<file path="config.mk">
export PLATFORM = sky130hd
export DESIGN_NAME = fvpe_top
export DESIGN_NICKNAME = d
export VERILOG_FILES = /design/src/fvpe_pkg.sv /design/src/fvpe_avg.sv /design/src/fvpe_top.sv
export SDC_FILE = /design/constraint.sdc
export NUM_CORES = 1
export LEC_CHECK = 0
export BUFFER_PORTS_ARGS = -buffer_cell sky130_fd_sc_hd__buf_2
export CAP_MARGIN = 20
export CORE_UTILIZATION = 25
export DETAILED_ROUTE_END_ITERATION = 16
export PLACE_DENSITY = 0.4
export SKIP_LAST_GASP = 1
export SYNTH_ARGS = -nofsm -noshare
export SYNTH_HDL_FRONTEND = slang
export SYNTH_SLANG_ARGS = --single-unit
export TNS_END_PERCENT = 30
</file>
<file path="constraint.sdc">
create_clock -name clk -period 12.98 [get_ports clk]
set_input_delay 2.596 -clock clk [delete_from_list [all_inputs] [get_ports clk]]
set_output_delay 2.596 -clock clk [all_outputs]
set_load 0.02 [all_outputs]
</file>
<file path="src/fvpe_pkg.sv">
// constants and carrier types for the flow volume pulse emitter
package fvpe_pkg;
    localparam int CLK_MHZ = 125;
    localparam int SEC_US = 1000000;
    localparam int SEC_CYC = SEC_US * CLK_MHZ;
    localparam int CARRIER_MHZ = 1;
    localparam int CARRIER_CYC = CLK_MHZ / CARRIER_MHZ;
    localparam int PULSE_HIGH_US = 2000;
    localparam int PULSE_HIGH_CYC = (PULSE_HIGH_US * CLK_MHZ + 0) / 1;
    localparam int PULSE_GAP_US = 2000;
    localparam int PULSE_GAP_CYC = PULSE_GAP_US * CLK_MHZ;
    localparam int BURST_PAUSE_US = 30000;
    localparam int BURST_PAUSE_CYC = BURST_PAUSE_US * CLK_MHZ;
    localparam int BURST_LEN = 10;
    localparam int MAX_PULSES = 125;
    localparam int SETTLE_S = 16;
    localparam int STRAP_S = 1;
    localparam int MEAS_NORM_PER_S = 8;
    localparam int TEST_DIV = 4;
    localparam int MEAS_QTR_CYC = SEC_CYC / (MEAS_NORM_PER_S * TEST_DIV);
    localparam int FRAC = 8;
    localparam int SHIFT_NORM = 3;
    localparam int SHIFT_TEST = 5;
    localparam int AVG_LOG = 6;
    localparam int DW = 8;
    localparam logic [7:0] PH_WRAP = 8'h7d;
    localparam logic [7:0] PH_HALF = 8'h3f;
    localparam logic [7:0] PH_MAX = 8'hff;
    localparam logic [31:0] SAT_Q = 32'h00007d00;

    typedef struct packed {
        logic valid;
        logic signed [DW-1:0] delta;
    } fvpe_meas_s;

    typedef enum logic [1:0] {
        EM_IDLE = 2'b00,
        EM_HIGH = 2'b01,
        EM_GAP = 2'b10,
        EM_PAUSE = 2'b11
    } fvpe_em_e;
endpackage

</file>
<file path="src/fvpe_avg.sv">
// moving average over a series of phase measurements
`timescale 1ns/100ps
`default_nettype none
module fvpe_avg #(
    parameter int AVG_LOG = fvpe_pkg::AVG_LOG,
    parameter int DW = fvpe_pkg::DW
) (
    // clock and reset
    input wire logic clk,
    input wire logic resetn,
    // measurement in
    input wire fvpe_pkg::fvpe_meas_s sample,
    // average out
    output logic signed [DW-1:0] avg
);
    localparam int DEPTH = 1 << AVG_LOG;
    localparam int SW = DW + AVG_LOG;

    logic signed [DW-1:0] mem [DEPTH];
    logic signed [DW-1:0] next_mem [DEPTH];
    logic [AVG_LOG-1:0] ptr;
    logic [AVG_LOG-1:0] next_ptr;
    logic signed [SW-1:0] sum;
    logic signed [SW-1:0] next_sum;
    logic signed [DW-1:0] next_avg;

    // running sum: newest in, oldest out
    always_comb begin
        next_mem = mem;
        next_ptr = ptr;
        next_sum = sum;
        if (sample.valid) begin
            next_mem[ptr] = sample.delta;
            next_ptr = ptr + 1'b1;
            next_sum = sum + SW'(sample.delta) - SW'(mem[ptr]);
        end
        next_avg = DW'(next_sum >>> AVG_LOG);
    end

    genvar g;
    generate
        for (g = 0; g < DEPTH; g++) begin : g_mem
            always_ff @(posedge clk or negedge resetn) begin
                if (!resetn) begin
                    mem[g] <= '0;
                end else begin
                    mem[g] <= next_mem[g];
                end
            end
        end
    endgenerate

    always_ff @(posedge clk or negedge resetn) begin
        if (!resetn) begin
            ptr <= '0;
            sum <= '0;
            avg <= '0;
        end else begin
            ptr <= next_ptr;
            sum <= next_sum;
            avg <= next_avg;
        end
    end
endmodule
`default_nettype wire

</file>
<file path="src/fvpe_top.sv">
// flow measurement, volume accumulation and burst pulse emission
`timescale 1ns/100ps
`default_nettype none
module fvpe_top #(
    parameter int SEC_CYC = fvpe_pkg::SEC_CYC,
    parameter int MEAS_QTR_CYC = fvpe_pkg::MEAS_QTR_CYC,
    parameter int PULSE_HIGH_CYC = fvpe_pkg::PULSE_HIGH_CYC,
    parameter int PULSE_GAP_CYC = fvpe_pkg::PULSE_GAP_CYC,
    parameter int BURST_PAUSE_CYC = fvpe_pkg::BURST_PAUSE_CYC,
    parameter logic [15:0] GAIN = 16'h0100,
    parameter logic signed [7:0] CUTOFF = 8'sh01
) (
    // clock and reset
    input wire logic clk,
    input wire logic resetn,
    // received transducer signals
    input wire logic rx_up,
    input wire logic rx_down,
    // test strap, low selects test mode
    input wire logic test_strap_n,
    // outputs
    output logic vol_pulse,
    output logic test_mode,
    output logic settled
);
    // input synchronisers
    logic [2:0] up_sync;
    logic [2:0] dn_sync;
    logic [2:0] st_sync;
    logic up_lvl;
    logic dn_lvl;
    logic st_lvl;
    logic up_old;
    logic dn_old;
    logic next_up_lvl;
    logic next_dn_lvl;
    logic next_st_lvl;

    always_comb begin
        next_up_lvl = (up_sync[1] == up_sync[2]) ? up_sync[2] : up_lvl;
        next_dn_lvl = (dn_sync[1] == dn_sync[2]) ? dn_sync[2] : dn_lvl;
        next_st_lvl = (st_sync[1] == st_sync[2]) ? st_sync[2] : st_lvl;
    end

    always_ff @(posedge clk or negedge resetn) begin
        if (!resetn) begin
            up_sync <= '0;
            dn_sync <= '0;
            st_sync <= 3'h7;
            up_lvl <= 1'b0;
            dn_lvl <= 1'b0;
            st_lvl <= 1'b1;
            up_old <= 1'b0;
            dn_old <= 1'b0;
        end else begin
            up_sync <= {up_sync[1:0], rx_up};
            dn_sync <= {dn_sync[1:0], rx_down};
            st_sync <= {st_sync[1:0], test_strap_n};
            up_lvl <= next_up_lvl;
            dn_lvl <= next_dn_lvl;
            st_lvl <= next_st_lvl;
            up_old <= up_lvl;
            dn_old <= dn_lvl;
        end
    end

    wire up_rise = up_lvl & ~up_old;
    wire dn_rise = dn_lvl & ~dn_old;

    // phase counter between carrier edges
    logic [7:0] ph_cnt;
    logic [7:0] next_ph_cnt;
    logic signed [7:0] phase;
    logic signed [7:0] next_phase;

    function automatic logic signed [7:0] fold_phase(input logic [7:0] cnt);
        if (cnt >= fvpe_pkg::PH_WRAP) begin
            fold_phase = 8'sh00;
        end else if (cnt > fvpe_pkg::PH_HALF) begin
            fold_phase = $signed(cnt - fvpe_pkg::PH_WRAP);
        end else begin
            fold_phase = $signed(cnt);
        end
    endfunction

    always_comb begin
        next_ph_cnt = (ph_cnt == fvpe_pkg::PH_MAX) ? ph_cnt : ph_cnt + 8'h01;
        next_phase = phase;
        if (up_rise) begin
            next_ph_cnt = 8'h01; // rise cycle counts, so a lag of n clocks reads n
        end
        if (dn_rise) begin
            next_phase = fold_phase(ph_cnt);
        end
    end

    always_ff @(posedge clk or negedge resetn) begin
        if (!resetn) begin
            ph_cnt <= fvpe_pkg::PH_MAX;
            phase <= '0;
        end else begin
            ph_cnt <= next_ph_cnt;
            phase <= next_phase;
        end
    end

    // timebase: seconds and quarter measurement ticks
    logic [31:0] sec_cnt;
    logic [31:0] qtr_cnt;
    logic [1:0] qtr_div;
    logic [4:0] sec_num;
    logic strap_done;
    logic [31:0] next_sec_cnt;
    logic [31:0] next_qtr_cnt;
    logic [1:0] next_qtr_div;
    logic [4:0] next_sec_num;
    logic next_test_mode;
    logic next_strap_done;
    logic next_settled;
    logic sec_tick;
    logic meas_tick;

    always_comb begin
        sec_tick = (sec_cnt == 32'(SEC_CYC - 1));
        next_sec_cnt = sec_tick ? 32'h0 : sec_cnt + 32'h1;
        next_qtr_cnt = (qtr_cnt == 32'(MEAS_QTR_CYC - 1)) ? 32'h0 : qtr_cnt + 32'h1;
        next_qtr_div = qtr_div;
        meas_tick = 1'b0;
        if (qtr_cnt == 32'(MEAS_QTR_CYC - 1)) begin
            next_qtr_div = qtr_div + 2'h1;
            meas_tick = test_mode || (qtr_div == 2'(fvpe_pkg::TEST_DIV - 1));
        end
        next_sec_num = sec_num;
        next_test_mode = test_mode;
        next_strap_done = strap_done;
        next_settled = settled;
        if (sec_tick) begin
            if (sec_num != 5'(fvpe_pkg::SETTLE_S)) begin
                next_sec_num = sec_num + 5'h1;
            end
            if (!strap_done && (sec_num == 5'(fvpe_pkg::STRAP_S - 1))) begin
                next_test_mode = ~st_lvl;
                next_strap_done = 1'b1;
            end
            if (sec_num == 5'(fvpe_pkg::SETTLE_S - 1)) begin
                next_settled = 1'b1;
            end
        end
    end

    always_ff @(posedge clk or negedge resetn) begin
        if (!resetn) begin
            sec_cnt <= '0;
            qtr_cnt <= '0;
            qtr_div <= '0;
            sec_num <= '0;
            test_mode <= 1'b0;
            strap_done <= 1'b0;
            settled <= 1'b0;
        end else begin
            sec_cnt <= next_sec_cnt;
            qtr_cnt <= next_qtr_cnt;
            qtr_div <= next_qtr_div;
            sec_num <= next_sec_num;
            test_mode <= next_test_mode;
            strap_done <= next_strap_done;
            settled <= next_settled;
        end
    end

    // averaging of measurements
    fvpe_pkg::fvpe_meas_s meas;
    logic signed [7:0] avg;

    always_comb begin
        meas.valid = meas_tick;
        meas.delta = phase;
    end

    fvpe_avg #(
        .AVG_LOG(fvpe_pkg::AVG_LOG),
        .DW(fvpe_pkg::DW)
    ) u_avg (
        .clk(clk),
        .resetn(resetn),
        .sample(meas),
        .avg(avg)
    );

    // flow in pulses per second with fraction, and volume accumulation
    logic [31:0] flow_q;
    logic [31:0] acc;
    logic [31:0] next_acc;
    logic [31:0] acc_sum;
    logic [31:0] whole;
    logic [6:0] owed;
    logic [6:0] next_owed;
    logic signed [24:0] prod;

    always_comb begin
        prod = avg * $signed({1'b0, GAIN});
        if (avg < CUTOFF) begin
            flow_q = 32'h0;
        end else if (32'(prod) > fvpe_pkg::SAT_Q) begin
            flow_q = fvpe_pkg::SAT_Q;
        end else begin
            flow_q = 32'(prod);
        end
        acc_sum = acc;
        if (meas_tick) begin
            acc_sum = acc + (flow_q >> (test_mode ? fvpe_pkg::SHIFT_TEST
                                                   : fvpe_pkg::SHIFT_NORM));
        end
        next_acc = acc_sum;
        next_owed = owed;
        whole = acc_sum >> fvpe_pkg::FRAC;
        if (sec_tick) begin
            if (whole >= 32'(fvpe_pkg::MAX_PULSES)) begin
                next_owed = 7'(fvpe_pkg::MAX_PULSES);
                next_acc = acc_sum & 32'(((1 << fvpe_pkg::FRAC) - 1));
            end else begin
                next_owed = whole[6:0];
                next_acc = acc_sum - (whole << fvpe_pkg::FRAC);
            end
        end
    end

    always_ff @(posedge clk or negedge resetn) begin
        if (!resetn) begin
            acc <= '0;
            owed <= '0;
        end else begin
            acc <= next_acc;
            owed <= next_owed;
        end
    end

    // burst emitter
    fvpe_pkg::fvpe_em_e em_state;
    fvpe_pkg::fvpe_em_e next_em_state;
    logic [31:0] em_tmr;
    logic [31:0] next_em_tmr;
    logic [6:0] left;
    logic [6:0] next_left;
    logic [3:0] in_burst;
    logic [3:0] next_in_burst;
    logic load;
    logic next_vol_pulse;

    always_comb begin
        next_em_state = em_state;
        next_em_tmr = em_tmr - 32'h1;
        next_left = left;
        next_in_burst = in_burst;
        load = sec_tick && settled && (next_owed != 7'h0);
        case (em_state)
            fvpe_pkg::EM_IDLE: begin
                next_em_tmr = 32'h0;
            end
            fvpe_pkg::EM_HIGH: begin
                if (em_tmr == 32'h0) begin
                    next_left = left - 7'h1;
                    next_in_burst = in_burst + 4'h1;
                    if (left == 7'h1) begin
                        next_em_state = fvpe_pkg::EM_IDLE;
                    end else if (in_burst == 4'(fvpe_pkg::BURST_LEN - 1)) begin
                        next_em_state = fvpe_pkg::EM_PAUSE;
                        next_em_tmr = 32'(BURST_PAUSE_CYC - 1);
                        next_in_burst = 4'h0;
                    end else begin
                        next_em_state = fvpe_pkg::EM_GAP;
                        next_em_tmr = 32'(PULSE_GAP_CYC - 1);
                    end
                end
            end
            fvpe_pkg::EM_GAP, fvpe_pkg::EM_PAUSE: begin
                if (em_tmr == 32'h0) begin
                    next_em_state = fvpe_pkg::EM_HIGH;
                    next_em_tmr = 32'(PULSE_HIGH_CYC - 1);
                end
            end
            default: begin
                next_em_state = fvpe_pkg::EM_IDLE;
            end
        endcase
        if (load) begin
            next_em_state = fvpe_pkg::EM_HIGH;
            next_em_tmr = 32'(PULSE_HIGH_CYC - 1);
            next_left = next_owed;
            next_in_burst = 4'h0;
        end
        next_vol_pulse = (next_em_state == fvpe_pkg::EM_HIGH);
    end

    always_ff @(posedge clk or negedge resetn) begin
        if (!resetn) begin
            em_state <= fvpe_pkg::EM_IDLE;
            em_tmr <= '0;
            left <= '0;
            in_burst <= '0;
            vol_pulse <= 1'b0;
        end else begin
            em_state <= next_em_state;
            em_tmr <= next_em_tmr;
            left <= next_left;
            in_burst <= next_in_burst;
            vol_pulse <= next_vol_pulse;
        end
    end
endmodule
`default_nettype wire

</file>
Word level (Yosys, flattened, before mapping)
Index checks and enable logic that the tools add are counted. Widths: inputs -> output; s select.

Flip-flop bits (word level): 721. Bits in latches: 0. Bits in writable memories: 0. ROM bits: 0. Output and inout bits: 3. Word-level logic and storage cells: 194. Memories: 0.

Add/sub/neg operators: 14. Multipliers: 0. Div/mod/pow operators: 0. Magnitude comparators: 7. Equality and inequality tests: 16. Shift-type cells: 1. Muxes and demuxes: 42. Bitwise logic cells: 6. Reduce and logical (&&, ||, !) cells: 17.

Operators with widths (number): $bwmux 512 (1); $mux 32 (11); $pmux 32 s3 (1); $add 32x1->32 const B (2); $mux 8 (7); $bmux 8 s6 (1); $demux 8 s6 (1); $mux 7 (5); $add 32x32->32 (1); $eq 32x22->1 const B (1); $eq 32x27->1 const B (1); $gt 32x15->1 const B (1); $logic_not 32->1 (1); $shr 32x3->32 (1); $sub 32x1->32 const B (1); $sub 32x32->32 (1); $ge 24x7->1 const B (1); $mux 22 (1); $mux 4 (5); $add 14x8->14 (1); $mux 14 (1); $sub 14x8->14 (1); $add 8x1->8 const B (1); $eq 8x8->1 const B (1); other kinds (35) (54).

Logic depth before layout (Yosys ltp)
Gate-level depths: netlist of the first run.

Depth in word-level cells: 13. Gate-level depth with buffers: 26.

Cells and area by module
From an unflattened synthesis of the first run, not the netlist that was laid out.

Cell total of the unflattened synthesis: 3319. Area, all modules: 35940.7 µm².

By module, submodules not included: fvpe_avg (times used 1, cells each 2128, area an instance 24955.2 µm²); fvpe_top (times used 1, cells each 1191, area an instance 10985.5 µm²).

Worst setup path before layout of the first run
OpenSTA, ideal clock, no wires.

Kind: reg2reg. Start: register u_avg.ptr[2]. End: register u_avg.avg[7]. Setup time: 0.132 ns. Arrival: 4.692 ns. Required time: 12.848 ns. Setup slack: 8.156 ns. Cell stages (with the launch flop): 25. Path through: dfrtp_1 > clkbuf_1 > nor3b_1 > clkbuf_1 > clkbuf_1 > clkbuf_1 > a22oi_1 > a31oi_1 > a21oi_1 > nand4_1 > fa_1 > inv_1 > ha_1 > a21o_1 > a21oi_1 > nand2b_1 > a21boi_0 > o21ai_0 > nand2b_1 > a41o_1 > nor4_1 > o41ai_1 > xnor2_1 > nand2_1 > xnor2_1.

Word-level cells in the longest chain between the ends: 6.

Ends and longest elaborated chain: from (decl) (line fvpe_avg.sv:21) `logic [AVG_LOG-1:0] ptr;`; from (signal assigned) (line fvpe_avg.sv:59) `ptr <= next_ptr;`; $not 6->7 (not written as such) (line fvpe_avg.sv:35) `next_sum = sum + SW'(sample.delta) - SW'(mem[ptr]);`; $bmux 8 s6 (line fvpe_avg.sv:35); $mux 8 (not written as such) (2 in series) (line fvpe_avg.sv:35); $sub 14x8->14 (line fvpe_avg.sv:35); $mux 14 (line fvpe_avg.sv:32) `if (sample.valid) begin`; to (signal assigned) (line fvpe_avg.sv:61) `avg <= next_avg;`; to (decl) (line fvpe_avg.sv:14) `output logic signed [DW-1:0] avg`.

Every way passes these cells. The select of a mux whose other input is x is not followed. A chain may end at the register's enable or synchronous reset.

Final worst setup path of the first run
Start: register u_avg.ptr[0]. End: register u_avg.avg[7].

Same word-level chain as after synthesis.

==> results of run 1 <==
==> area by class of cell <==
| cell class | count | area (um^2) |
|---|---|---|
| Fill cell | 13866 | 95200 |
| Sequential cell | 715 | 17900 |
| Multi-Input combinational cell | 2245 | 15000 |
| Clock buffer | 128 | 2510 |
| Tap cell | 1768 | 2210 |
| Timing Repair Buffer | 54 | 494 |
| Clock inverter | 26 | 340 |
| Inverter | 74 | 278 |
| Antenna cell | 1 | 2.50 |
==> path summary, 6_finish.rpt <==
kind                                   start  slack [ns]           end  depth (start not counted)
worst min-delay path              up_sync[0]        0.35    up_sync[1]                          0
worst max register to register  u_avg.ptr[0]        6.73  u_avg.avg[7]                         19
worst min register to register    up_sync[0]        0.35    up_sync[1]                          0
worst max-delay path            u_avg.ptr[0]        6.73  u_avg.avg[7]                         19
min in group asynchronous             resetn        1.87      phase[3]                          1
max in group asynchronous             resetn        8.89  u_avg.avg[6]                          3
==> cell families (layout without fill, tap and decap cells) <==
logic type                 after synthesis  in the layout  synth area share
xor gates and xnor gates               152            152            0.0393
muxes                                  254            254            0.0840
and+or+nand+nor                        925            925             0.130
adders and majority gates               78             78            0.0317
other                                    2             23          0.000222
DFF                                    715            715             0.529
AOI/OAI and AO/OA                      814            814             0.154
buffers and inverters                  281            282            0.0319
==> cell usage in the layout (no fill, tap or decap), types with 40 or more instances in the layout <==
cell	count
sky130_fd_sc_hd__a221oi_1	42
sky130_fd_sc_hd__xnor2_1	79
sky130_fd_sc_hd__nand3_1	51
sky130_fd_sc_hd__mux2_2	240
sky130_fd_sc_hd__a22oi_1	182
sky130_fd_sc_hd__nor3_1	44
sky130_fd_sc_hd__nand4_1	58
sky130_fd_sc_hd__nor2_1	162
sky130_fd_sc_hd__clkbuf_16	87
sky130_fd_sc_hd__a22o_1	52
sky130_fd_sc_hd__inv_1	73
sky130_fd_sc_hd__o21ai_0	338
sky130_fd_sc_hd__a21oi_1	79
sky130_fd_sc_hd__a31oi_1	40
sky130_fd_sc_hd__xor2_1	73
sky130_fd_sc_hd__ha_1	61
sky130_fd_sc_hd__dfrtp_1	702
sky130_fd_sc_hd__nand2_1	439
==> metal layers <==
layer	routed length, um	vias to the layer above	track usage
met2	45900	312	0.234
met4	1850	0	0.0414
met1	52900	12162	0.227
met3	3310	107	0.0197
met5	0	-	0
li1	-	11391	-
==> per-stage QoR <==
step	util	instance area (um^2)	hold slack, ns	instances	total power [uW]
floorplan	-	33900	0.331	3241	2570
global placement	0.267	35800	0.341	4849	2760
detailed placement	0.267	35800	0.343	4851	2760
CTS	0.289	38700	0.355	5005	5260
global route	0.289	38800	0.366	5010	5410
finish	0.289	38800	0.353	5011	5170
==> worst max-delay path: cells and delay by family, from the launching register on <==
kind | cells | cell delay (ns)
adder cells (fa/ha/maj) | 2 | 0.85
XOR/XNOR | 2 | 0.32
AND/OR/NAND/NOR | 6 | 2.01
buffers and inverters | 2 | 0.46
flip-flops | 1 | 0.54
AO/OA/AOI/OAI | 7 | 1.87
==> cells in the mapped netlist, drive strengths merged (9+ instances only) <==
library cell  count
o31ai             9
or3              18
nor3             57
mux2i            14
dfstp            12
ha               61
mux2            240
buf              22
xor2             73
clkbuf          185
nand2b           12
and2             23
a22oi           182
nor4             22
nand4            59
o21ai           341
a221oi           42
a21oi            82
and3             28
inv              74
a21o             17
xnor2            79
a31oi            42
nor2            165
nand3            51
dfrtp           703
a22o             52
nand2           439
fa               14
a211oi            9
==> sequential cells by signal (all words and copies together), names as in the netlist, 5 cells and up <==
register,cells
phase,8
ph_cnt,8
left,7
u_avg.sum,6
acc,31
u_avg.ptr,6
qtr_cnt,32
sec_num,5
sec_cnt,32
u_avg.avg,8
u_avg.mem,512
em_tmr,32
==> power by group through the flow <==
| stage | clock, uW | combinational (uW) | sequential (uW) |
|---|---|---|---|
| after detailed placement | 0 | 418 | 2340 |
| after global routing | 2630 | 491 | 2290 |
| final | 2450 | 436 | 2290 |
| after floorplan | 0 | 267 | 2300 |
| after CTS | 2540 | 420 | 2300 |
| after global placement | 0 | 414 | 2340 |
==> impl_metrics.sql, run 1 <==
INSERT INTO impl_metrics (metric_group, metric, value, unit) VALUES
('global_routing', 'grt_pass1_wl', '162', 'mm'),
('sta', 'timing.final.crit_share', '0.482', ''),
('sta', 'timing.setup.tns', '0', 'ns'),
('power', 'static_leakage', '0.0166', 'uW'),
('routing', 'first_pass_iteration_count_of_the_detailed_router', '5', ''),
('sta', 'max_freq', '160', 'MHz'),
('min_path', 'worst_hold_path_type', 'register to register', ''),
('clocking', 'post_cts_sizing_count', '0', ''),
('synthesis', 'total_of_flip_flops_plus_latches_after_synthesis', '715', ''),
('power', 'total_switching_power', '1340', 'uW'),
('synthesis', 'synth_cell_type_count', '91', ''),
('global_routing', 'first_global_vias', '24566', ''),
('synthesis', 'synth_area', '0.0339', 'mm^2'),
('clocking', 'clock_tree.root_cell', 'sky130_fd_sc_hd__clkbuf_16', ''),
('routing', 'drc', '0', ''),
('clocking', 'cts_hold_buffers', '0', ''),
('placed_design', 'dp_worst_setup_slack', '6.79', 'ns'),
('clocking', 'tritoncts', 'built', ''),
('global_routing', 'track_usage', '0.154', ''),
('sta', 'tightest_slew', '1.19', 'ns'),
('critical_path', 'cp_slowest_cell', 'sky130_fd_sc_hd__nor4_1', ''),
('power', 'swShare', '0.260', ''),
('critical_path', 'worst-path-max-fanout', '38', ''),
('routing', 'detailroute.via_count', '23972', ''),
('cells_and_area', 'finalNetCount', '3257', ''),
('clocking', 'clkLatencyLatePin', '0.68', 'ns'),
('critical_path', 'cp_slowest_stage_delay', '0.80', 'ns'),
('cells_and_area', 'area_growth', '14.5', '%'),
('critical_path', 'cp_data_arrival_time', '6.79', 'ns'),
('routing', 'routed_wl', '104', 'mm'),
('critical_path', 'crit_type', 'register to register', ''),
('power', 'clk_network_pwr_share', '0.474', ''),
('critical_path', 'crit_path_end_kind', 'register', ''),
('clocking', 'postCtsSetupRepairBufs', '0', ''),
('die', 'fp.dieH', '370', 'um'),
('die', 'die-area', '0.137', 'mm^2'),
('critical_path', 'start_kind', 'register', ''),
('synthesis', 'edff_count_synth', '0', ''),
('global_routing', 'grt_start_max_net_pins', '139', ''),
('clocking', 'cts.reportedPaths.clkPinSlew', '0.06', 'ns'),
('power', 'comb_power_share', '0.084', ''),
('power', 'power.share.sequential', '0.442', ''),
('sta', 'setup_viol', '0', ''),
('sta', 'hold_viol', '0', ''),
('clocking', 'clock_path_buffers', '3', ''),
('synthesis', 'synthesis.yosys.warnings', '0', ''),
('die', 'std_cell_rows', '134', ''),
('synthesis', 'mean_syn_cell_area', '10.5', 'um^2'),
('synthesis', 'synth_top_flop_cell', 'sky130_fd_sc_hd__dfrtp_1', ''),
('outcome', 'outcome', 'finished, final reports clean', ''),
('routing', 'initialDrtViolationCount', '1550', ''),
('sta', 'unrepaired_setup_endpoints_after_global_routing', 'false', ''),
('power', 'worst_ir_drop_vdd', '0.109', 'mV'),
('sta', 'clock-skew-final', '0.0409', 'ns'),
('die', 'die_span_in_x', '370', 'um'),
('placed_design', 'io_buffer_count', '7', ''),
('clocking', 'clock-sinks', '715', ''),
('synthesis', 'post_synth_inst_count', '3221', ''),
('cells_and_area', 'drive_gt1_frac', '0.153', ''),
('synthesis', 'synth_top_cell_by_area', 'sky130_fd_sc_hd__dfrtp_1', ''),
('critical_path', 'path_cells', 'and3b_4 -> buf_4 -> a22o_1 -> a221oi_1 -> a21boi_0 -> nor4_1 -> nand3_1 -> fa_1 -> inv_1 -> ha_1 -> a21boi_0 -> o21ai_0 -> nand2b_1 -> a41o_1 -> nor4_1 -> o41ai_1 -> xnor2_1 -> nand2_1 -> xnor2_1', ''),
('placed_design', 'dpl.hpwl', '65.0', 'mm'),
('power', 'cell_internal_pwr', '3830', 'uW'),
('sta', 'finalWorstSetupSlack', '6.73', 'ns'),
('routing', 'route.antenna.remaining_nets', '0', ''),
('critical_path', 'critPathRequiredTime', '13.52', 'ns'),
('die', 'initial_utilization', '0.253', ''),
('clocking', 'cts_made_buffers', '87', ''),
('routing', 'route.detailed.vias_per_inst', '4.78', ''),
('die', 'pin_count', '8', ''),
('global_routing', 'grt.overflow.total', '0', '');
No activity file was read; power rests on OpenSTA's default activity.
==> run 2: changes to the inputs <==
--- a/config.mk
+++ b/config.mk
@@ -9,7 +9,7 @@
 export CAP_MARGIN = 20
 export CORE_UTILIZATION = 25
 export DETAILED_ROUTE_END_ITERATION = 16
-export PLACE_DENSITY = 0.4
+export PLACE_DENSITY = 0.42
 export SKIP_LAST_GASP = 1
 export SYNTH_ARGS = -nofsm -noshare
 export SYNTH_HDL_FRONTEND = slang
==> constraint.sdc (replaced) <==
create_clock -name clk -period 5.5 [get_ports clk]
set_input_delay 1.1 -clock clk [delete_from_list [all_inputs] [get_ports clk]]
set_output_delay 1.1 -clock clk [all_outputs]
set_load 0.02 [all_outputs]
==> run 2 against run 1 <==
Compared with the run above:
- clock power increased by 150%
- sequential power is 130% higher
- die area unchanged
- clock-buffer cell count shrank 13
- non-clock buffer count up 51
- largest cell class unchanged
- clock skew decreased by 0.011 ns
==> impl_metrics.sql, run 2 (synthesis gave the netlist of run 1 again) <==
INSERT INTO impl_metrics (metric_group, metric, value, unit) VALUES
('sta', 'clock-skew-final', '0.0299', 'ns'),
('sta', 'timing.final.crit_share', '0.949', ''),
('critical_path', 'cp_slowest_cell', 'sky130_fd_sc_hd__fa_1', ''),
('critical_path', 'r2r-start', 'u_avg.ptr[2]', ''),
('critical_path', 'path_delay_family', 'compound AO/OA/AOI/OAI gates', ''),
('global_routing', 'first_global_vias', '24843', ''),
('critical_path', 'critPathRequiredTime', '6.06', 'ns'),
('clocking', 'cts.reportedPaths.clkPinSlew', '0.06', 'ns'),
('die', 'pin_count', '8', ''),
('cells_and_area', 'final_cell_mix', 'sky130_fd_sc_hd__dfrtp_1 (701), sky130_fd_sc_hd__nand2_1 (439), sky130_fd_sc_hd__o21ai_0 (338), sky130_fd_sc_hd__mux2_2 (240), sky130_fd_sc_hd__a22oi_1 (182)', ''),
('critical_path', 'cp_slowest_stage_delay', '0.57', 'ns'),
('sta', 'hold_viol', '0', ''),
('critical_path', 'sum_of_buffers_and_inverters_on_the_critical_path', '1', ''),
('power', 'total_switching_power', '3230', 'uW'),
('critical_path', 'crit_type', 'register to register', ''),
('sta', 'timing.max_slew.rel_slack', '0.310', ''),
('routing', 'first_pass_iteration_count_of_the_detailed_router', '5', ''),
('sta', 'unrepaired_setup_endpoints_after_global_routing', 'false', ''),
('routing', 'wl_per_instance', '20.4', 'um'),
('sta', 'hold_slack', '0.350', 'ns'),
('flow_run', 'max-cap-violations', '0', ''),
('sta', 'period_needed', '5.22', 'ns'),
('die', 'die_span_in_x', '370', 'um'),
('critical_path', 'r2r.worst_path.cells', '21', ''),
('power', 'static_leakage', '0.0170', 'uW'),
('die', 'fp.dieH', '370', 'um'),
('placed_design', 'dpl.hpwl', '67.6', 'mm'),
('global_routing', 'grt_pass1_wl', '160', 'mm'),
('clocking', 'cts_made_buffers', '86', ''),
('die', 'core-area', '0.134', 'mm^2'),
('placed_design', 'dp_worst_setup_slack', '0.139', 'ns'),
('power', 'worst_ir_drop_vdd', '0.223', 'mV'),
('sta', 'setup_viol', '0', ''),
('critical_path', 'start_kind', 'register', ''),
('clocking', 'cts_hold_buffers', '0', ''),
('clocking', 'clock-sinks', '715', ''),
('global_routing', 'grt_start_max_net_pins', '129', ''),
('routing', 'routed_wl', '103', 'mm'),
('sta', 'tightest_slew', '1.03', 'ns'),
('cells_and_area', 'post_layout_nonfiller_instances', '5066', ''),
('min_path', 'hold_end', 'up_sync[1]', ''),
('sta', 'max_freq', '192', 'MHz'),
('power', 'cell_internal_pwr', '9300', 'uW'),
('clocking', 'clock_path_buffers', '3', ''),
('clocking', 'cts_htree_levels', '3', ''),
('min_path', 'worst_hold_path.num_cells', '0', ''),
('critical_path', 'worst-path-max-fanout', '12', ''),
('sta', 'timing.setup.tns', '0', 'ns'),
('die', 'std_cell_rows', '134', ''),
('routing', 'route.detailed.vias_per_inst', '4.81', ''),
('global_routing', 'track_usage', '0.153', ''),
('routing', 'route.antenna.remaining_nets', '0', ''),
('placed_design', 'io_buffer_count', '7', ''),
('power', 'swShare', '0.258', ''),
('routing', 'detailroute.via_count', '24358', ''),
('power', 'clk_network_pwr_share', '0.488', ''),
('power', 'cellPowerDensity', '318', 'mW/mm^2'),
('critical_path', 'cp_data_arrival_time', '5.78', 'ns'),
('power', 'total_power', '12500', 'uW'),
('outcome', 'outcome', 'finished, final reports clean', ''),
('critical_path', 'setup.reg_to_reg.worst_slack', '0.28', 'ns'),
('routing', 'initialDrtViolationCount', '1614', ''),
('clocking', 'clkLatencyLatePin', '0.69', 'ns'),
('min_path', 'min_from', 'up_sync[0]', ''),
('sta', 'finalWorstSetupSlack', '0.280', 'ns'),
('placed_design', 'post-place-cells', '4902', ''),
('critical_path', 'critical_path.reg2reg.endpoint', 'u_avg.avg[7]', ''),
('cells_and_area', 'layout_commonest_cell', 'sky130_fd_sc_hd__dfrtp_1', ''),
('global_routing', 'grt.overflow.total', '0', ''),
('critical_path', 'crit_path_end_kind', 'register', ''),
('clocking', 'tritoncts', 'built', ''),
('placed_design', 'gpl.final_weighted_congestion', '0.806', ''),
('cells_and_area', 'register_with_the_most_flip_flops', 'u_avg.mem', ''),
('sta', 'timing_max_transition_violations_final', '0', ''),
('cells_and_area', 'largest_reg_flops', '512', ''),
('cells_and_area', 'area_growth', '16.4', '%'),
('die', 'die-area', '0.137', 'mm^2'),
('cells_and_area', 'drive_gt1_frac', '0.170', ''),
('critical_path', 'path_cells', 'and3_4 -> a22o_1 -> a221oi_1 -> a31oi_1 -> a21oi_1 -> nand4_1 -> fa_1 -> inv_1 -> ha_1 -> a21o_1 -> a21oi_1 -> nand2b_1 -> a21boi_0 -> o21ai_0 -> nand2b_1 -> a41o_1 -> nor4_1 -> o41ai_1 -> xnor2_1 -> nand2_1 -> xnor2_1', ''),
('power', 'power.share.sequential', '0.428', ''),
('routing', 'drc', '0', ''),
('global_routing', 'initial_antenna_violation_count', '3', ''),
('cells_and_area', 'finalNetCount', '3308', ''),
('power', 'comb_power_share', '0.084', ''),
('clocking', 'clock_tree.root_cell', 'sky130_fd_sc_hd__clkbuf_16', ''),
('min_path', 'worst_hold_path_type', 'register to register', ''),
('die', 'initial_utilization', '0.253', '');
-- run 2: cell types whose count changed in the layout (fill, tap and decap cells not counted), moves of 2 or more --
| cell | before | now |
|---|---|---|
| sky130_fd_sc_hd__buf_16 | 3 | 1 |
| sky130_fd_sc_hd__buf_6 | 3 | 0 |
| sky130_fd_sc_hd__clkbuf_8 | 18 | 13 |
| sky130_fd_sc_hd__buf_4 | 38 | 83 |
| sky130_fd_sc_hd__clkinv_2 | 11 | 13 |
| sky130_fd_sc_hd__clkinvlp_4 | 3 | 6 |
| sky130_fd_sc_hd__clkinv_4 | 1 | 5 |
| sky130_fd_sc_hd__bufinv_16 | 5 | 12 |
| sky130_fd_sc_hd__clkbuf_1 | 23 | 14 |
| sky130_fd_sc_hd__buf_12 | 2 | 14 |
-- run 2: how the worst max path moves through the flow --
stage	start	to	slack (ns)	cells past startpoint
3_3_place_gp	u_avg.ptr[2]	u_avg.avg[7]	0.18	22
6_report	u_avg.ptr[2]	u_avg.avg[7]	0.28	21
3_5_place_dp	u_avg.ptr[2]	u_avg.avg[7]	0.14	22
4_1_cts	u_avg.ptr[2]	u_avg.avg[7]	0.12	22
5_1_grt	u_avg.ptr[2]	u_avg.avg[7]	0.003	21
2_1_floorplan	u_avg.ptr[2]	u_avg.avg[7]	0.68	24
-- run 2: repair_timing --
item	CTS	global route
buffers inserted	0	5
setup endpoints to repair	0	3
gates resized for setup	0	1
-- run 2: per-stage QoR --
step	utilization	instance area (um^2)
final	0.294	39400
after global routing	0.294	39400
after CTS	0.294	39400
after detailed placement	0.271	36300
after global placement	0.271	36300
after floorplan	-	33900
-- run 2: layout make-up --
cell class	count	area [um^2]
Clock inverter	41	577
Clock buffer	115	2430
Fill cell	13876	94600
Multi-Input combinational cell	2246	15000
Tap cell	1768	2210
Antenna cell	2	5.00
Inverter	74	278
Timing Repair Buffer	105	976
Sequential cell	715	17900
-- run 2: power by group through the flow --
stage               registers (uW)  logic [uW]  clock network [uW]
floorplan                     5440         631                   0
global placement              5460        1080                   0
detailed placement            5460        1060                   0
CTS                           5360        1070                6310
global route                  5370        1180                6510
finish                        5370        1050                6110
-- run 2: metal layers --
layer	global-route usage	vias to the layer above	share of wire
met1	0.214	12349	0.48
met3	0.0218	145	0.035
li1	-	11503	-
met5	0	-	0.00013
met2	0.241	359	0.45
met4	0.0486	2	0.026
==> run 3: changes to the inputs <==
--- a/config.mk
+++ b/config.mk
@@ -9,7 +9,8 @@
 export CAP_MARGIN = 20
 export CORE_UTILIZATION = 25
 export DETAILED_ROUTE_END_ITERATION = 16
-export PLACE_DENSITY = 0.42
+export PLACE_DENSITY = 0.5
+export SETUP_SLACK_MARGIN = 0.3
 export SKIP_LAST_GASP = 1
 export SYNTH_ARGS = -nofsm -noshare
 export SYNTH_HDL_FRONTEND = slang
==> run 3 against run 2 <==
Compared with the run above:
- clock-buffer cell count is 7 higher
- utilization is 0.11 points lower
- flip-flop and latch count stayed put
- sequential share of layout area is 0.17 points higher
- via count is 0.37% higher
- cell count is 0.12% lower
- register-to-register slack better by 0.35 ns
- global-route usage is 1.0 points lower
==> impl_metrics.sql, run 3 (synthesis gave the netlist of run 1 again) <==
INSERT INTO impl_metrics (metric_group, metric, value, unit) VALUES
('cells_and_area', 'final_cell_mix', 'sky130_fd_sc_hd__dfrtp_1 (700), sky130_fd_sc_hd__nand2_1 (439), sky130_fd_sc_hd__o21ai_0 (336), sky130_fd_sc_hd__mux2_2 (240), sky130_fd_sc_hd__a22oi_1 (181)', ''),
('die', 'fp.dieH', '370', 'um'),
('die', 'pin_count', '8', ''),
('critical_path', 'critPathRequiredTime', '6.01', 'ns'),
('min_path', 'worst_hold_path_type', 'register to register', ''),
('sta', 'clock-skew-final', '0.0382', 'ns'),
('global_routing', 'grt_start_max_net_pins', '110', ''),
('min_path', 'worst_hold_path.num_cells', '0', ''),
('clocking', 'cts_htree_levels', '3', ''),
('die', 'die-area', '0.137', 'mm^2'),
('cells_and_area', 'antenna_cells_inserted', '0', ''),
('clocking', 'tritoncts', 'built', ''),
('sta', 'timing.final.crit_share', '0.886', ''),
('clocking', 'clock_tree.root_cell', 'sky130_fd_sc_hd__clkbuf_16', ''),
('flow_run', 'max-cap-violations', '0', ''),
('critical_path', 'worst-path-max-fanout', '21', ''),
('die', 'std_cell_rows', '134', ''),
('clocking', 'cts_hold_buffers', '0', ''),
('cells_and_area', 'post_layout_nonfiller_instances', '5060', ''),
('sta', 'setup_viol', '0', ''),
('sta', 'max_freq', '205', 'MHz'),
('power', 'static_leakage', '0.0169', 'uW'),
('cells_and_area', 'area_growth', '16.0', '%'),
('die', 'initial_utilization', '0.253', ''),
('sta', 'period_needed', '4.87', 'ns'),
('routing', 'route.detailed.vias_per_inst', '4.83', ''),
('cells_and_area', 'layout_commonest_cell', 'sky130_fd_sc_hd__dfrtp_1', ''),
('outcome', 'outcome', 'finished, final reports clean', ''),
('critical_path', 'setup.reg_to_reg.worst_slack', '0.63', 'ns'),
('cells_and_area', 'finalCoreUtilization', '0.293', ''),
('cells_and_area', 'drive_gt1_frac', '0.170', ''),
('sta', 'timing.setup.tns', '0', 'ns'),
('cells_and_area', 'largest_reg_flops', '512', ''),
('global_routing', 'first_global_vias', '24569', ''),
('critical_path', 'r2r-start', 'u_avg.ptr[0]', ''),
('global_routing', 'grt_pass1_wl', '153', 'mm'),
('power', 'worst_ir_drop_vdd', '0.268', 'mV'),
('sta', 'hold_slack', '0.347', 'ns'),
('global_routing', 'track_usage', '0.143', ''),
('sta', 'timing_max_transition_violations_final', '0', ''),
('sta', 'tightest_slew', '1.08', 'ns'),
('die', 'core-area', '0.134', 'mm^2'),
('critical_path', 'crit_type', 'register to register', ''),
('sta', 'timing.max_slew.rel_slack', '0.278', ''),
('clocking', 'clock-sinks', '715', ''),
('sta', 'hold_viol', '0', ''),
('clocking', 'cts.reportedPaths.clkPinSlew', '0.06', 'ns'),
('cells_and_area', 'register_with_the_most_flip_flops', 'u_avg.mem', ''),
('critical_path', 'crit_path_end_kind', 'register', ''),
('global_routing', 'initial_antenna_violation_count', '0', ''),
('global_routing', 'grt.overflow.total', '0', ''),
('critical_path', 'start_kind', 'register', ''),
('placed_design', 'post-place-cells', '4899', ''),
('routing', 'wl_per_instance', '19.2', 'um'),
('sta', 'unrepaired_setup_endpoints_after_global_routing', 'true', ''),
('min_path', 'min_from', 'dn_sync[0]', ''),
('placed_design', 'dpl.hpwl', '64.0', 'mm'),
('clocking', 'clock_path_buffers', '3', ''),
('routing', 'detailroute.via_count', '24448', ''),
('placed_design', 'io_buffer_count', '7', ''),
('critical_path', 'cp_data_arrival_time', '5.39', 'ns'),
('critical_path', 'r2r.worst_path.cells', '24', ''),
('cells_and_area', 'fillers', '13741', ''),
('routing', 'route.antenna.remaining_nets', '0', ''),
('routing', 'drc', '0', ''),
('min_path', 'hold_end', 'dn_sync[1]', ''),
('die', 'die_span_in_x', '370', 'um'),
('placed_design', 'gpl.final_weighted_congestion', '0.841', ''),
('critical_path', 'critical_path.reg2reg.endpoint', 'u_avg.avg[4]', ''),
('power', 'cellPowerDensity', '307', 'mW/mm^2'),
('routing', 'first_pass_iteration_count_of_the_detailed_router', '5', ''),
('clocking', 'clkLatencyLatePin', '0.68', 'ns'),
('cells_and_area', 'finalNetCount', '3305', ''),
('power', 'total_power', '12000', 'uW'),
('routing', 'initialDrtViolationCount', '1770', ''),
('routing', 'routed_wl', '97.2', 'mm'),
('clocking', 'cts_made_buffers', '83', '');
[run 3: worst max-delay path by stage]
stage,start,to,slack [ns]
2_1_floorplan,u_avg.ptr[2],u_avg.avg[7],0.68
3_3_place_gp,u_avg.ptr[2],u_avg.avg[7],0.19
3_5_place_dp,u_avg.ptr[2],u_avg.avg[7],0.22
4_1_cts,u_avg.ptr[0],u_avg.avg[7],0.36
5_1_grt,u_avg.ptr[1],u_avg.avg[7],0.26
6_report,u_avg.ptr[0],u_avg.avg[4],0.63
[run 3: repair_timing]
action,CTS,global route
setup buffers,6,3
setup endpoints to repair,3,26
gates resized for setup,2,18
pin swaps,1,3
[run 3: stage by stage]
stage / setup WS [ns] / area, um^2
global route: 0.256 / 39300
CTS: 0.357 / 39200
global placement: 0.192 / 36300
finish: 0.627 / 39300
floorplan: 0.676 / 33900
detailed placement: 0.216 / 36300
[run 3: metal layers]
layer	global-route usage	part of all wire	wire, um	vias up
met2	0.226	0.46	44900	533
met3	0.0214	0.049	4800	106
met5	0	0	0	-
li1	-	-	-	11468
met1	0.199	0.47	45500	12341
met4	0.0442	0.021	2040	0
[run 3: power by group]
part | leakage (uW) | internal, uW | total, uW | switching, uW
registers | 0.00962 | 5310 | 5370 | 56.4
logic | 0.00590 | 326 | 1070 | 741
clock network | 0.00136 | 3260 | 5600 | 2340
total | 0.0169 | 8900 | 12000 | 3140
[run 3: critical path, cell delays in order (launching register included)]
cell and delay (ns):
sky130_fd_sc_hd__dfrtp_1 0.44, sky130_fd_sc_hd__buf_6 0.18, sky130_fd_sc_hd__nor3_2 0.08, sky130_fd_sc_hd__buf_12 0.17, sky130_fd_sc_hd__buf_4 0.21, sky130_fd_sc_hd__buf_4 0.18, sky130_fd_sc_hd__a22o_1 0.23, sky130_fd_sc_hd__a221oi_1 0.26
sky130_fd_sc_hd__a31oi_2 0.21, sky130_fd_sc_hd__a21oi_1 0.15, sky130_fd_sc_hd__nand4_1 0.14, sky130_fd_sc_hd__fa_1 0.50, sky130_fd_sc_hd__inv_1 0.04, sky130_fd_sc_hd__ha_1 0.32, sky130_fd_sc_hd__o21ai_0 0.09, sky130_fd_sc_hd__nand2_1 0.11
sky130_fd_sc_hd__a21o_1 0.19, sky130_fd_sc_hd__a21o_1 0.20, sky130_fd_sc_hd__a21o_1 0.19, sky130_fd_sc_hd__a21oi_2 0.17, sky130_fd_sc_hd__nor2b_1 0.07, sky130_fd_sc_hd__o21ai_1 0.15, sky130_fd_sc_hd__nor2b_1 0.17, sky130_fd_sc_hd__xor2_1 0.15
sky130_fd_sc_hd__o21ai_0 0.08
[run 3: final cells by class]
cell class                 count  area [um^2]  share of cell area
inverter                      74          278             0.00707
timing repair buffer         106          987              0.0251
clock buffer                 122         2410              0.0615
sequential                   715        17900               0.456
multi-input combinational   2245        15100               0.384
clock inverter                30          369             0.00940
tap                         1768         2210              0.0563
